===== src/rss_cfg.svh =====
// Constants of the rail strobe sequencer: offsets, fields, reset values, timing
// Functional notes
// The gap between strobe 1 and strobe 2 is 2 ms when its select bit is 0 and 5 ms when 1.
// The low select register holds gap selects 1 to 8, gap k at bit k-1, after strobe k.
// Bit 0 of the high select register picks 2 ms or 5 ms for the gap after strobe 9.
// Bit 7 of the high select register multiplies every gap by ten during power-down.
// The power-down multiplier never changes power-up gap timing.
// Bits 6 to 1 of the high select register read as zero and ignore writes.
// A rail slot code of 3h to Ah enables that rail at the strobe of the same number.
// A rail slot code of 0h to 2h or Bh to Fh leaves the rail outside sequencer control.
// The second buck slot field sits in bits 7 to 4 of the slot assign register.
// The first buck slot field sits in bits 3 to 0 of the slot assign register.
// The slot assign register resets to 0x98, second buck at strobe 9, first at 8.
// Both gap select registers reset to 0x00.
// Slot code Ah enables the rail at strobe 10, the last one.
// Writes to all three registers are ignored unless the device is unlocked.
// Power-up issues strobes ascending with gaps; power-down descends using the multiplier.
`ifndef RSS_CFG_SVH
`define RSS_CFG_SVH

`define RSS_ADDR_GAP_LOW 8'h20
`define RSS_ADDR_GAP_HIGH 8'h21
`define RSS_ADDR_SLOT 8'h22

`define RSS_RST_GAP_LOW 8'h00
`define RSS_RST_GAP_HIGH 8'h00
`define RSS_RST_SLOT 8'h98

`define RSS_BIT_PD_MULT 7
`define RSS_BIT_GAP_NINE 0
`define RSS_SECOND_SLOT_MSB 7
`define RSS_SECOND_SLOT_LSB 4
`define RSS_FIRST_SLOT_MSB 3
`define RSS_FIRST_SLOT_LSB 0

`define RSS_SLOT_MIN 4'h3
`define RSS_SLOT_MAX 4'ha
`define RSS_STROBE_FIRST 4'h1
`define RSS_STROBE_LAST 4'ha

`define RSS_GAP_SHORT_MS 2
`define RSS_GAP_LONG_MS 5
`define RSS_PD_FACTOR 10
`define RSS_CLK_KHZ 250000

`endif


===== src/rss_pkg.sv =====
// Types of the rail strobe sequencer
package rss_pkg;
    typedef enum logic [1:0] {
        RSS_OFF = 2'b00,
        RSS_UP = 2'b01,
        RSS_ON = 2'b11,
        RSS_DOWN = 2'b10
    } rss_state_t;
    typedef logic [3:0] rss_slot_t;
endpackage


===== src/rss_sequencer.sv =====
// Rail strobe sequencer: gap and slot registers, strobe stepping, buck rail enables
`timescale 1ns/10ps
`include "rss_cfg.svh"
module rss_sequencer import rss_pkg::*; #(
    parameter int unsigned P_SHORT_CYC = `RSS_GAP_SHORT_MS * `RSS_CLK_KHZ,
    parameter int unsigned P_LONG_CYC = `RSS_GAP_LONG_MS * `RSS_CLK_KHZ
) (
    input wire logic i_mclk,
    input wire logic i_resetn,
    input wire logic i_power_on,
    input wire logic i_unlocked,
    input wire logic i_reg_wr,
    input wire logic [7:0] i_reg_addr,
    input wire logic [7:0] i_reg_wdata,
    output logic [7:0] o_reg_rdata,
    output logic o_first_buck_rail_en,
    output logic o_second_buck_rail_en,
    output logic o_first_buck_seq_ctl,
    output logic o_second_buck_seq_ctl,
    output logic o_strobe_pulse,
    output logic [3:0] o_strobe_num,
    output logic o_seq_busy
);
    localparam int unsigned PD_FACTOR = `RSS_PD_FACTOR;

    logic rst_meta;
    logic rst_n;
    logic pwr_meta;
    logic pwr_on;
    logic [7:0] strobe_gap_select_low;
    logic [7:0] strobe_gap_select_high;
    logic [7:0] buck_rail_slot_assign;
    logic [8:0] gap_sel;
    logic powerdown_gap_multiplier;
    rss_slot_t slot [2];
    logic [1:0] slot_ok;
    logic [1:0] rail_en;
    rss_state_t state;
    rss_state_t next_state;
    logic [3:0] next_strobe;
    logic strobe_fire;
    logic gap_load;
    logic [3:0] gap_idx;
    logic [31:0] gap_cyc;
    logic gap_done;
    logic wr_ok;
    logic [7:0] next_rdata;

    // Reset release and power request synchronisers
    always_ff @(posedge i_mclk or negedge i_resetn) begin
        if (!i_resetn) begin
            rst_meta <= 1'b0;
            rst_n <= 1'b0;
        end else begin
            rst_meta <= 1'b1;
            rst_n <= rst_meta;
        end
    end

    always_ff @(posedge i_mclk or negedge rst_n) begin
        if (!rst_n) begin
            pwr_meta <= 1'b0;
            pwr_on <= 1'b0;
        end else begin
            pwr_meta <= i_power_on;
            pwr_on <= pwr_meta;
        end
    end

    // Register writes
    assign wr_ok = i_reg_wr && i_unlocked;

    always_ff @(posedge i_mclk or negedge rst_n) begin
        if (!rst_n) begin
            strobe_gap_select_low <= `RSS_RST_GAP_LOW;
        end else if (wr_ok && i_reg_addr == `RSS_ADDR_GAP_LOW) begin
            strobe_gap_select_low <= i_reg_wdata;
        end
    end

    always_ff @(posedge i_mclk or negedge rst_n) begin
        if (!rst_n) begin
            strobe_gap_select_high <= `RSS_RST_GAP_HIGH;
        end else if (wr_ok && i_reg_addr == `RSS_ADDR_GAP_HIGH) begin
            strobe_gap_select_high <= 8'h00;
            strobe_gap_select_high[`RSS_BIT_PD_MULT] <= i_reg_wdata[`RSS_BIT_PD_MULT];
            strobe_gap_select_high[`RSS_BIT_GAP_NINE] <= i_reg_wdata[`RSS_BIT_GAP_NINE];
        end
    end

    always_ff @(posedge i_mclk or negedge rst_n) begin
        if (!rst_n) begin
            buck_rail_slot_assign <= `RSS_RST_SLOT;
        end else if (wr_ok && i_reg_addr == `RSS_ADDR_SLOT) begin
            buck_rail_slot_assign <= i_reg_wdata;
        end
    end

    // Register read, one cycle after the address
    always_comb begin
        case (i_reg_addr)
            `RSS_ADDR_GAP_LOW: next_rdata = strobe_gap_select_low;
            `RSS_ADDR_GAP_HIGH: next_rdata = strobe_gap_select_high;
            `RSS_ADDR_SLOT: next_rdata = buck_rail_slot_assign;
            default: next_rdata = 8'h00;
        endcase
    end

    always_ff @(posedge i_mclk or negedge rst_n) begin
        if (!rst_n) begin
            o_reg_rdata <= 8'h00;
        end else begin
            o_reg_rdata <= next_rdata;
        end
    end

    // Field decode
    assign gap_sel = {strobe_gap_select_high[`RSS_BIT_GAP_NINE], strobe_gap_select_low};
    assign powerdown_gap_multiplier = strobe_gap_select_high[`RSS_BIT_PD_MULT];
    assign slot[0] = buck_rail_slot_assign[`RSS_FIRST_SLOT_MSB:`RSS_FIRST_SLOT_LSB];
    assign slot[1] = buck_rail_slot_assign[`RSS_SECOND_SLOT_MSB:`RSS_SECOND_SLOT_LSB];

    for (genvar r = 0; r < 2; r++) begin : g_slot
        assign slot_ok[r] = slot[r] >= `RSS_SLOT_MIN && slot[r] <= `RSS_SLOT_MAX;
    end

    // Sequencer state and strobe stepping
    always_comb begin
        next_state = state;
        next_strobe = o_strobe_num;
        strobe_fire = 1'b0;
        gap_load = 1'b0;
        gap_idx = 4'h1;
        case (state)
            RSS_OFF: begin
                if (pwr_on) begin
                    next_strobe = `RSS_STROBE_FIRST;
                    strobe_fire = 1'b1;
                    gap_load = 1'b1;
                    gap_idx = `RSS_STROBE_FIRST;
                    next_state = RSS_UP;
                end
            end
            RSS_UP: begin
                if (gap_done) begin
                    next_strobe = o_strobe_num + 4'h1;
                    strobe_fire = 1'b1;
                    if (next_strobe == `RSS_STROBE_LAST) begin
                        next_state = RSS_ON;
                    end else begin
                        gap_load = 1'b1;
                        gap_idx = next_strobe;
                    end
                end
            end
            RSS_ON: begin
                if (!pwr_on) begin
                    next_strobe = `RSS_STROBE_LAST;
                    strobe_fire = 1'b1;
                    gap_load = 1'b1;
                    gap_idx = `RSS_STROBE_LAST - 4'h1;
                    next_state = RSS_DOWN;
                end
            end
            RSS_DOWN: begin
                if (gap_done) begin
                    next_strobe = o_strobe_num - 4'h1;
                    strobe_fire = 1'b1;
                    if (next_strobe == `RSS_STROBE_FIRST) begin
                        next_state = RSS_OFF;
                    end else begin
                        gap_load = 1'b1;
                        gap_idx = next_strobe - 4'h1;
                    end
                end
            end
            default: begin
                next_state = RSS_OFF;
            end
        endcase
    end

    // Gap length: 2 ms or 5 ms, times ten only on the way down
    always_comb begin
        gap_cyc = gap_sel[gap_idx - 4'h1] ? P_LONG_CYC : P_SHORT_CYC;
        if (next_state == RSS_DOWN && powerdown_gap_multiplier) begin
            gap_cyc = gap_cyc * PD_FACTOR;
        end
    end

    rss_gap_timer #(
        .W(32)
    ) u_gap_timer (
        .i_mclk(i_mclk),
        .i_rst_n(rst_n),
        .i_load(gap_load),
        .i_cycles(gap_cyc),
        .o_done(gap_done)
    );

    always_ff @(posedge i_mclk or negedge rst_n) begin
        if (!rst_n) begin
            state <= RSS_OFF;
            o_strobe_num <= 4'h0;
            o_strobe_pulse <= 1'b0;
            o_seq_busy <= 1'b0;
        end else begin
            state <= next_state;
            o_strobe_num <= next_strobe;
            o_strobe_pulse <= strobe_fire;
            o_seq_busy <= next_state == RSS_UP || next_state == RSS_DOWN;
        end
    end

    // Rail enables follow their slot's strobe
    for (genvar r = 0; r < 2; r++) begin : g_rail
        always_ff @(posedge i_mclk or negedge rst_n) begin
            if (!rst_n) begin
                rail_en[r] <= 1'b0;
            end else if (!slot_ok[r]) begin
                rail_en[r] <= 1'b0;
            end else if (strobe_fire && next_strobe == slot[r]) begin
                rail_en[r] <= next_state == RSS_UP || next_state == RSS_ON;
            end
        end
    end

    always_ff @(posedge i_mclk or negedge rst_n) begin
        if (!rst_n) begin
            o_first_buck_seq_ctl <= 1'b0;
            o_second_buck_seq_ctl <= 1'b0;
        end else begin
            o_first_buck_seq_ctl <= slot_ok[0];
            o_second_buck_seq_ctl <= slot_ok[1];
        end
    end

    assign o_first_buck_rail_en = rail_en[0];
    assign o_second_buck_rail_en = rail_en[1];
endmodule


===== src/rss_gap_timer.sv =====
// Down counter that times one gap between strobes
`timescale 1ns/10ps
module rss_gap_timer #(
    parameter int W = 32
) (
    input wire logic i_mclk,
    input wire logic i_rst_n,
    input wire logic i_load,
    input wire logic [W-1:0] i_cycles,
    output logic o_done
);
    logic [W-1:0] count;

    always_ff @(posedge i_mclk or negedge i_rst_n) begin
        if (!i_rst_n) begin
            count <= '0;
        end else if (i_load) begin
            count <= i_cycles;
        end else if (count != '0) begin
            count <= count - 1'b1;
        end
    end

    always_ff @(posedge i_mclk or negedge i_rst_n) begin
        if (!i_rst_n) begin
            o_done <= 1'b0;
        end else begin
            o_done <= !i_load && (count == {{(W-1){1'b0}}, 1'b1});
        end
    end
endmodule


===== config.mk =====
export PLATFORM = sky130hd
export DESIGN_NAME = rss_sequencer
export DESIGN_NICKNAME = d
export VERILOG_FILES = /design/src/rss_pkg.sv /design/src/rss_sequencer.sv /design/src/rss_gap_timer.sv
export VERILOG_INCLUDE_DIRS = /design/src
export SDC_FILE = /design/constraint.sdc
export NUM_CORES = 1
export LEC_CHECK = 0
export CAP_MARGIN = 40
export CORE_ASPECT_RATIO = 1.5
export CORE_MARGIN = 1
export CORE_UTILIZATION = 31
export CTS_BUF_LIST = sky130_fd_sc_hd__clkbuf_16
export DETAILED_ROUTE_END_ITERATION = 10
export DONT_BUFFER_PORTS = 1
export RECOVER_POWER = 50
export SYNTH_ARGS = -nofsm -noshare
export SYNTH_HDL_FRONTEND = slang
export SYNTH_SLANG_ARGS = --single-unit

===== constraint.sdc =====
create_clock -name i_mclk -period 6.4 [get_ports i_mclk]
set_clock_uncertainty 0.15 [all_clocks]
set_input_delay 1.92 -clock i_mclk [delete_from_list [all_inputs] [get_ports i_mclk]]
set_output_delay 1.92 -clock i_mclk [all_outputs]
set_load 0.1 [all_outputs]

Word-level counts from Yosys, hierarchy flattened. Cells that the tools add are included.

Memories: 0. Latch bits: 0. Register bits after elaboration: 75. Memory bits (writable): 0. Bits in read-only memories: 0.

$mul: 1. Eq/ne operators: 16. Magnitude comparators: 5. Div/mod/pow operators: 0. Shift-type cells: 0. Multiplexer cells: 38. Reduce and logical (&&, ||, !) cells: 17. Bitwise operators: 0. $add $sub $neg: 5.

Operators with widths (count): two-way mux 32 bit (3); two-way mux 4 bit (9); == test 32 x 1 -> 1 bit, second input constant (1); case mux 4 bit (4 select lines) (2); nonzero test 32 bit (1); subtractor 32 x 1 -> 32 bit, second input constant (1); == test 8 x 6 -> 1 bit, second input constant (3); multiplier 21 x 3 -> 24 bit, second input constant (1); case mux 8 bit (3 select lines) (1); two-way mux 21 bit (1); two-way mux 1 bit (12); two-way mux 2 bit (6); subtractor 4 x 1 -> 4 bit, second input constant (3); logical AND 1 bit (10); == test 2 bit, second input constant (4); == test 4 bit (2); >= comparator 4 x 2 -> 1 bit, second input constant (2); less-or-equal comparator 4 bit, second input constant (2); case mux 2 bit (4 select lines) (1); < comparator 4 x 5 -> 1 bit, second input constant (1); adder 4 x 1 -> 4 bit, second input constant (1); binary-select mux 1 bit (select 4 bit) (1); == test 2 x 1 -> 1 bit, second input constant (2); == test 4 x 1 -> 1 bit, second input constant (1); other kinds (9) (11).

Logic depth before layout (Yosys ltp). Gate-level depths: netlist (run 1).

Depth in word-level cells: 12. Depth in mapped cells: 19. Mapped depth without buffers: 19.

Modules after synthesis. From an unflattened synthesis (run 1), not the netlist that was laid out.

Cells, all modules: 468. Area, all modules: 4644.5 µm².

Modules (own cells, without submodules): rss_sequencer (instances 1, area each 2653.8 µm², seq. area each 1054.8 µm², cells each 254); rss_gap_timer (instances 1, area each 1990.7 µm², seq. area each 825.8 µm², cells each 214).

Worst setup path after synthesis (run 1). Ideal clock, no wire load.

Kind: register -> register. Start: reg o_strobe_num[0]. End: reg u_gap_timer.count[10]. Setup slack: 2033 ps. Buffers on the path: 2. Arrival: 4076 ps. Required time: 6109 ps. Library setup time: 141 ps. Stages on the path, launching flop included: 19. Path through: dfrtp_1 buf_2 inv_1 ha_1 xnor2_2 nand4_1 o2111a_1 buf_6 ha_1 nand4bb_1 o22a_1 nand2_1 nand2_1 o31a_1 a41oi_2 inv_2 ha_1 nor2_1 a21oi_1.

Cells in the longest elaborated chain, start to end: 12. Elaborated cells on any way between the ends: 30. Classes of those cells: add/sub: 4; mul: 1; eq/ne: 3; mux: 20; reduce/logical: 2.

Ends and longest elaborated chain: start: declaration (RTL line rss_sequencer.sv:21) `output logic [3:0] o_strobe_num,`; start signal: assignment (RTL line rss_sequencer.sv:209) `o_strobe_num <= next_strobe;`; subtractor 4 x 1 -> 4 bit / adder 4 x 1 -> 4 bit (equally long branches) (RTL line rss_sequencer.sv:167, rss_sequencer.sv:146); subtractor 4 x 1 -> 4 bit, or another cell as far along (RTL line rss_sequencer.sv:173) `gap_idx = next_strobe - 4'h1;`; two-way mux 4 bit (on tied branches) (RTL line rss_sequencer.sv:169, rss_sequencer.sv:148); two-way mux 4 bit (on tied branches) (RTL line rss_sequencer.sv:166, rss_sequencer.sv:145); case mux 4 bit (4 select lines) (RTL line rss_sequencer.sv:134) `case (state)`; subtractor 4 x 1 -> 4 bit (RTL line rss_sequencer.sv:185) `gap_cyc = gap_sel[gap_idx - 4'h1] ? P_LONG_CYC : P_SHORT_CYC;`; binary-select mux 1 bit (select 4 bit) (RTL line rss_sequencer.sv:185); two-way mux 1 bit (not written as such) (RTL line rss_sequencer.sv:185); two-way mux 21 bit (RTL line rss_sequencer.sv:185); multiplier 21 x 3 -> 24 bit (RTL line rss_sequencer.sv:187) `gap_cyc = gap_cyc * PD_FACTOR;`; two-way mux 32 bit (RTL line rss_sequencer.sv:186) `if (next_state == RSS_DOWN && powerdown_gap_multiplier) begin`; two-way mux 32 bit (RTL line rss_gap_timer.sv:17) `end else if (i_load) begin`; end signal: assignment (RTL line rss_gap_timer.sv:18) `count <= i_cycles;`; end signal: assignment (RTL line rss_gap_timer.sv:20) `count <= count - 1'b1;`; end: declaration (RTL line rss_gap_timer.sv:12) `logic [W-1:0] count;`.

Parallel ways exist; a longest one is shown, timed or not. The select of a mux whose other input is x is not followed. A chain may end at the register's enable or synchronous reset.

Worst setup path after layout (run 1).
Start: reg o_strobe_num[0]. End: reg u_gap_timer.count[9].

Same word-level chain as after synthesis.

==> results of run 1 <==
critical path: cells and delay by family (launching register included):
family                   cells  cell delay, ns
XOR/XNOR                     1            0.30
adder cells (fa/ha/maj)      3            0.85
flip-flops                   1            0.32
AND/OR/NAND/NOR              5            0.79
buffers and inverters        2            0.53
AO/OA/AOI/OAI                5            1.34
Yosys cell counts (all sizes together), types with 2 or more instances:
library cell / instances
o21ai: 21
a41oi: 3
nand2: 33
and3: 5
o22a: 2
nand4b: 3
nand4bb: 2
mux2i: 15
o211ai: 3
a31oi: 2
a21boi: 5
o22ai: 3
mux2: 18
a22oi: 2
a21oi: 20
nand4: 3
xor2: 15
nor2b: 2
and4b: 3
nand3: 11
dfstp: 3
dfrtp: 72
nand2b: 5
inv: 19
nor4: 9
buf: 14
nor4b: 2
xnor2: 25
o31a: 2
clkbuf: 4
or3: 6
nor3: 13
ha: 20
o31ai: 7
a21o: 3
nor2: 47
where the power goes:
part,internal (mW),leakage [nW],total [mW],switching [mW]
Clock,0.416,0.176,0.607,0.191
Sequential,0.567,0.961,0.702,0.135
Combinational,0.397,1.07,1.04,0.639
area by class of cell:
class	instances	area [um^2]
multi-input cells	328	2410
clock inverters	7	131
flip-flops and latches	75	1880
inverters	19	71.3
well taps	192	240
clock buffers	9	225
fillers	1402	8950
repair buffers	9	148
per-layer routing:
layer | global-route usage [%] | up-vias | share of wire, %
met2 | 25.1 | 48 | 54
met1 | 15.5 | 1633 | 40
met3 | 2.48 | 28 | 1.8
met4 | 8.41 | 0 | 4.4
met5 | 0 | - | 0
li1 | - | 1556 | -
cell families after synthesis:
| logic type | count (synthesis) | share of synthesized area [%] |
|---|---|---|
| and+or+nand+nor | 150 | 18.4 |
| other | 1 | 0.0840 |
| xor gates and xnor gates | 40 | 8.44 |
| muxes | 33 | 7.90 |
| AOI/OAI and AO/OA | 84 | 13.6 |
| buffers and inverters | 37 | 3.81 |
| adders and majority gates | 20 | 5.61 |
| DFF | 75 | 42.1 |
state kept, by name (all words and copies together) (netlist names):
signal	cells
o_reg_rdata	8
u_gap_timer.o_done	1
buck_rail_slot_assign	8
u_gap_timer.count	32
pwr_meta	1
o_first_buck_seq_ctl	1
o_strobe_pulse	1
o_second_buck_rail_en	1
o_first_buck_rail_en	1
state	2
pwr_on	1
rst_n	1
rst_meta	1
o_strobe_num	4
strobe_gap_select_low	8
o_seq_busy	1
o_second_buck_seq_ctl	1
strobe_gap_select_high	2
stage by stage:
stage          hold WS, ns  area (um^2)
2_1_floorplan        0.181         4460
3_3_place_gp         0.189         4630
3_5_place_dp        0.0926         4780
4_1_cts             0.0946         5140
5_1_grt              0.218         5110
6_report             0.200         5110
final timing paths:
check	to	slack [ns]	cells after the start
setup / recovery	u_gap_timer.count[9]	2.04	16
hold / removal	rst_n	0.20	0
setup reg to reg	u_gap_timer.count[9]	2.04	16
hold reg to reg	rst_n	0.20	0
max in group asynchronous	o_strobe_num[0]	2.81	1
min in group asynchronous	u_gap_timer.count[31]	0.22	0
==> qor.csv, run 1 <==
stage,metric,value,unit
sta,max_freq,229,MHz
die,fp.dieH,149,um
synthesis,ys_warn_count,0,
die,chipWidth,100,um
power,vdd_drop_max,0.156,mV
clocking,post_cts_resize_count,0,
global_routing,grt_pass1_wl,16400,um
place,place_inst,623,
global_routing,groute.usage.overall,14.1,%
place,pre_cts_ws,2.11,ns
sta,fin_ws,2.04,ns
die,num_rows,53,
critical_path,cp_max_fo,15,
synthesis,synth.lib_cells_used.distinct,74,
critical_path,cp_cell_sequence,"buf_4, inv_1, ha_1, xnor2_2, nand4_1, o2111a_1, ha_1, nand4bb_1, o22a_1, nand2_1, nand2_1, o31a_1, a41oi_2, ha_1, nand2_1, a21boi_0",
sta,worst_pin_slew,2.74,ns
synthesis,yosys-top-cells-area,"dfrtp_1, ha_1, mux2_2",
status,status,"complete, but fails checks",
sta,finalSetupTns,0,ns
die,io_pins,39,
synthesis,synth_top_area_cell,dfrtp_1,
cells_and_area,antenna_cells,0,
critical_path,endpoint_kind,register,
synthesis,synth_edf_count,0,
die,core_area,0.0141,mm^2
synthesis,netlist.area_leader.share,40.4,%
cells_and_area,syn_to_final_growth,14.5,%
synthesis,synthArstFlopShare,100,%
clocking,clock-sinks,75,
cells_and_area,drive_gt1_share,14.8,%
min_path,min_path_type,register to register,
route,ant_nets,0,
synthesis,synth_seq_cells,75,
route,drc,0,
flow_run,max_cap_violations,1,
critical_path,cp-start-kind,register,
place,dp_hpwl,7450,um
cells_and_area,fin_nets,483,
synthesis,synthesis.nets,481,
critical_path,slowest_stage,buf_4,
status,violations,"capacitance limit, slew limit",
global_routing,grt_max_degree,53,
place,gp_congestion,0.904,
critical_path,crit_required,6.49,ns
clocking,numCtsBuffers,9,
die,dieArea,0.0149,mm^2
clocking,htreeDepth,3,
sta,timing.slew.headroom,-82.4,%
synthesis,netlist_instances,440,
power,finalPower,2.34,mW
clocking,cts-root-buf,clkbuf_16,
power,leakagePower,2.21,nW
critical_path,timing.rr.start,o_strobe_num[0],
sta,hold_viol,0,
synthesis,ys.flop_type,dfrtp_1,
cells_and_area,layout.cells.non_filler,639,
cells_and_area,final_core_util,36.3,%
clocking,insertion_delay,0.33,ns
global_routing,first_global_vias,3379,
global_routing,antenna_found_initial,0,
clocking,cts_tree,built,
sta,rsz0062_at_grt,false,
place,port_buffers,0,
cells_and_area,final_cell_mix,"dfrtp_1, nor2_1, nand2_1, xnor2_1",
sta,period_share,68.2,%
critical_path,cp.arrival,4.46,ns
min_path,hold_start,rst_meta,
clocking,ctsHoldBuffers,0,
global_routing,overflow,0,
clocking,clk_pin_slew,0.06,ns
route,drtIter0Drc,142,
synthesis,syn_avg_cell_area,10.1,um^2
sta,fin_crit,4.36,ns
synthesis,synth-seq-area-share,42.1,%
critical_path,cpPeakStageDelay,0.38,ns
route,vias_per_cell,5.11,
sta,final_max_slew_viol_count,53,
route,vias,3265,
route,routedWlPerCell,15.4,um
route,wirelength,9820,um
critical_path,critPathKind,register to register,
synthesis,syn_area,0.00446,mm^2
clocking,cts.path.max_buffers,2,
power,p_per_area,459,mW/mm^2
clocking,postCtsSetupBuffers,0,
die,initial_utilization,31.8,%
cells_and_area,final_common_cell,dfrtp_1,
sta,finalSetupViolations,0,
route,dr.pass1.iters,4,
critical_path,critPathLaunch,o_strobe_num[0],
Power figures use the tool's default switching activity.
==> run 2, diff against run 1 <==
- ABC_AREA: not set -> 1
- clock period: 6.4 -> 4.5 ns (I/O delays scaled with it)
==> run 2 against run 1 <==
  * The run now ends clean
  * Worst setup slack got worse by 0.96 ns
  * Clock-buffer cell count unchanged
  * Die area up 2.5%
  * Routed wire length up 12%
  * Clock power increased by 16%
  * Worst hold slack lost 0.029 ns
  * Sequential power rose by 28%
  * First-iteration DRC count up 4.9%
  * Power fell by 3.3%
  * Critical path depth rose by 4
  * Via count rose by 14%
  * Critical endpoint is now u_gap_timer.count[6]
  * Largest cell class unchanged
==> qor.csv, run 2 <==
stage,metric,value,unit
synthesis,netlist_instances,579,
synthesis,synth_top_area_cell,dfrtp_1,
global_routing,groute.usage.overall,15.8,%
power,p_int,1.41,mW
global_routing,overflow,0,
clocking,cts_tree,built,
critical_path,cpPeakStageDelay,0.58,ns
synthesis,synth-seq-area-share,41.1,%
place,dp_hpwl,8540,um
synthesis,synth.lib_cells_used.distinct,45,
min_path,min_path_type,register to async pin,
cells_and_area,final_cell_mix,"nand2_1, inv_1, dfrtp_1, nor2_1, nand3_1",
power,p_per_area,439,mW/mm^2
clocking,insertion_delay,0.33,ns
synthesis,synth_commonest_cells,"nand2_1, inv_1, dfrtp_1",
clocking,ctsHoldBuffers,0,
cells_and_area,fin_nets,629,
synthesis,syn_avg_cell_area,7.91,um^2
sta,finalSetupViolations,0,
place,gp_congestion,0.865,
sta,worst_pin_slew,0.889,ns
sta,whs,0.171,ns
sta,hold_viol,0,
synthesis,synthMuxAreaShare,0,%
critical_path,critPathKind,register to register,
die,core_area,0.0145,mm^2
power,p_sw,0.855,mW
cells_and_area,syn_to_final_growth,12.8,%
synthesis,synth_compound_area_share,11.8,%
flow_run,max_cap_violations,0,
global_routing,grt_pass1_wl,18600,um
power,power_frac_comb,29.4,%
route,wirelength,11000,um
synthesis,synth_most_common_cell,nand2_1,
synthesis,syn_area,0.00458,mm^2
power,power_switching_share,37.7,%
critical_path,cp-start-kind,register,
route,ant_nets,0,
die,num_rows,54,
place,port_buffers,0,
synthesis,synth_seq_cells,75,
cells_and_area,largest_register_ffs,32,
clocking,clock-sinks,75,
clocking,post_cts_resize_count,0,
die,io_pins,39,
die,chipWidth,101,um
sta,fin_crit,3.43,ns
synthesis,synth_xor_area_share,4.02,%
synthesis,netlist.area_leader.share,39.4,%
route,vias_per_cell,4.71,
critical_path,cp_cell_sequence,"inv_1, ha_1, nand2_1, nand2_1, nor2_2, nand2_2, nand2_1, nand2_2, nand3_4, inv_1, ha_1, xor2_1, nand3b_1, nand3_1, nand2_2, inv_1, ha_1, nand2_2, nand2_1, a31oi_1",
global_routing,grt_max_degree,58,
synthesis,synth_edf_count,0,
cells_and_area,final_core_util,35.7,%
critical_path,crit_required,4.61,ns
route,drtIter0Drc,149,
sta,period_share,76.1,%
synthesis,ys_warn_count,0,
cells_and_area,regMostFlops,u_gap_timer.count,
clocking,cts-root-buf,clkbuf_16,
sta,max_freq,292,MHz
status,status,"complete, no violations",
critical_path,cp_max_fo,11,
cells_and_area,antenna_cells,0,
clocking,cts.path.max_buffers,2,
synthesis,synthesis.nets,620,
route,routedWlPerCell,14.0,um
critical_path,slowest_stage,dfrtp_1,
cells_and_area,drive_gt1_share,11.8,%
sta,finalSetupTns,0,ns
sta,rsz0062_at_grt,false,
place,place_area,0.00489,mm^2
synthesis,synthSimpleGateAreaFrac,28.3,%
cells_and_area,fillCellCount,1542,
clocking,postCtsSetupBuffers,0,
critical_path,cp.arrival,3.53,ns
power,leakagePower,2.59,nW
critical_path,endpoint_kind,register,
die,fp.dieH,151,um
synthesis,ys.flop_type,dfrtp_1,
cells_and_area,finalInstanceArea,0.00517,mm^2
power,vdd_drop_max,0.225,mV
cells_and_area,final_common_cell,nand2_1,
clocking,numCtsBuffers,9,
synthesis,yosys-top-cells-area,"dfrtp_1, nand2_1, inv_1",
power,seqPwrFrac,39.5,%
die,initial_utilization,31.7,%
sta,timing.slew.headroom,40.8,%
global_routing,antenna_found_initial,0,
route,drc,0,
power,finalPower,2.27,mW
clocking,htreeDepth,3,
sta,final_max_slew_viol_count,0,
synthesis,synthArstFlopShare,100,%
global_routing,first_global_vias,3895,
clocking,clk_pin_slew,0.06,ns
synthesis,synth_top_family_by_area,simple AND/OR/NAND/NOR gates,
die,dieArea,0.0153,mm^2
power,clkPwrFrac,31.1,%
route,vias,3719,
route,dr.pass1.iters,5,
synthesis,synth-adder-area-share,5.47,%
==> run 2: changes by cell type after synthesis, moves of 10 or more <==
cell and delta:
o21ai_0 +11, nand3_1 +21, inv_2 +11, xnor2_1 -17
nand2_1 +92, nand2_2 +13, mux2i_1 -15, mux2_2 -18
inv_1 +68, o21ai_1 +10
==> run 2: final cells by class <==
| type | count | area, um^2 | share of cell area [%] |
|---|---|---|---|
| Timing Repair Buffer | 7 | 113 | 2.18 |
| Clock buffer | 9 | 225 | 4.36 |
| Sequential cell | 75 | 1880 | 36.4 |
| Clock inverter | 7 | 61.3 | 1.19 |
| Inverter | 99 | 373 | 7.22 |
| Tap cell | 196 | 245 | 4.75 |
| Multi-Input combinational cell | 396 | 2270 | 43.9 |
==> run 2: logic make-up after synthesis <==
kind of cell | after synthesis
AO/OA/AOI/OAI | 96
XOR/XNOR | 21
adder cells (fa/ha/maj) | 20
buffers and inverters | 108
flip-flops | 75
other | 1
AND/OR/NAND/NOR | 258
==> run 2: layer usage <==
layer | wire length (um) | global-route usage [%]
met4 | 477 | 9.57
met1 | 4260 | 15.8
met2 | 6010 | 29.7
met5 | 0 | 0
met3 | 289 | 3.14
==> run 2: critical path: cells and delay by family, from the launching register on <==
family	cells	cell delay (ns)
AND/OR/NAND/NOR	12	1.19
XOR/XNOR	1	0.24
flip-flops	1	0.58
AO/OA/AOI/OAI	1	0.15
buffers and inverters	3	0.29
adder cells (fa/ha/maj)	3	0.74
==> run 2: power by group through the flow <==
stage               logic (mW)  clock network [mW]  registers (mW)
floorplan                0.488                   0           0.946
CTS                      0.672               0.724           0.896
detailed placement       0.665                   0           0.907
global placement         0.637                   0           0.913
global route             0.759               0.749           0.911
finish                   0.666               0.704           0.896
==> run 2: final timing paths <==
kind | slack, ns | depth (start not counted) | startpoint | to
setup / recovery | 1.07 | 20 | o_strobe_num[0] | u_gap_timer.count[6]
hold / removal | 0.17 | 0 | rst_n | u_gap_timer.count[25]
setup reg to reg | 1.07 | 20 | o_strobe_num[0] | u_gap_timer.count[6]
hold reg to reg | 0.17 | 0 | rst_n | u_gap_timer.count[25]
max in group asynchronous | 3.23 | 1 | rst_n | buck_rail_slot_assign[4]
min in group i_mclk | 0.20 | 0 | rst_meta | rst_n
==> run 2: metrics by stage <==
stage               cells  worst slack (ns)
floorplan             579             0.785
global placement      770              1.19
detailed placement    773              1.09
CTS                   789              1.08
global route          789             0.735
finish                789              1.07
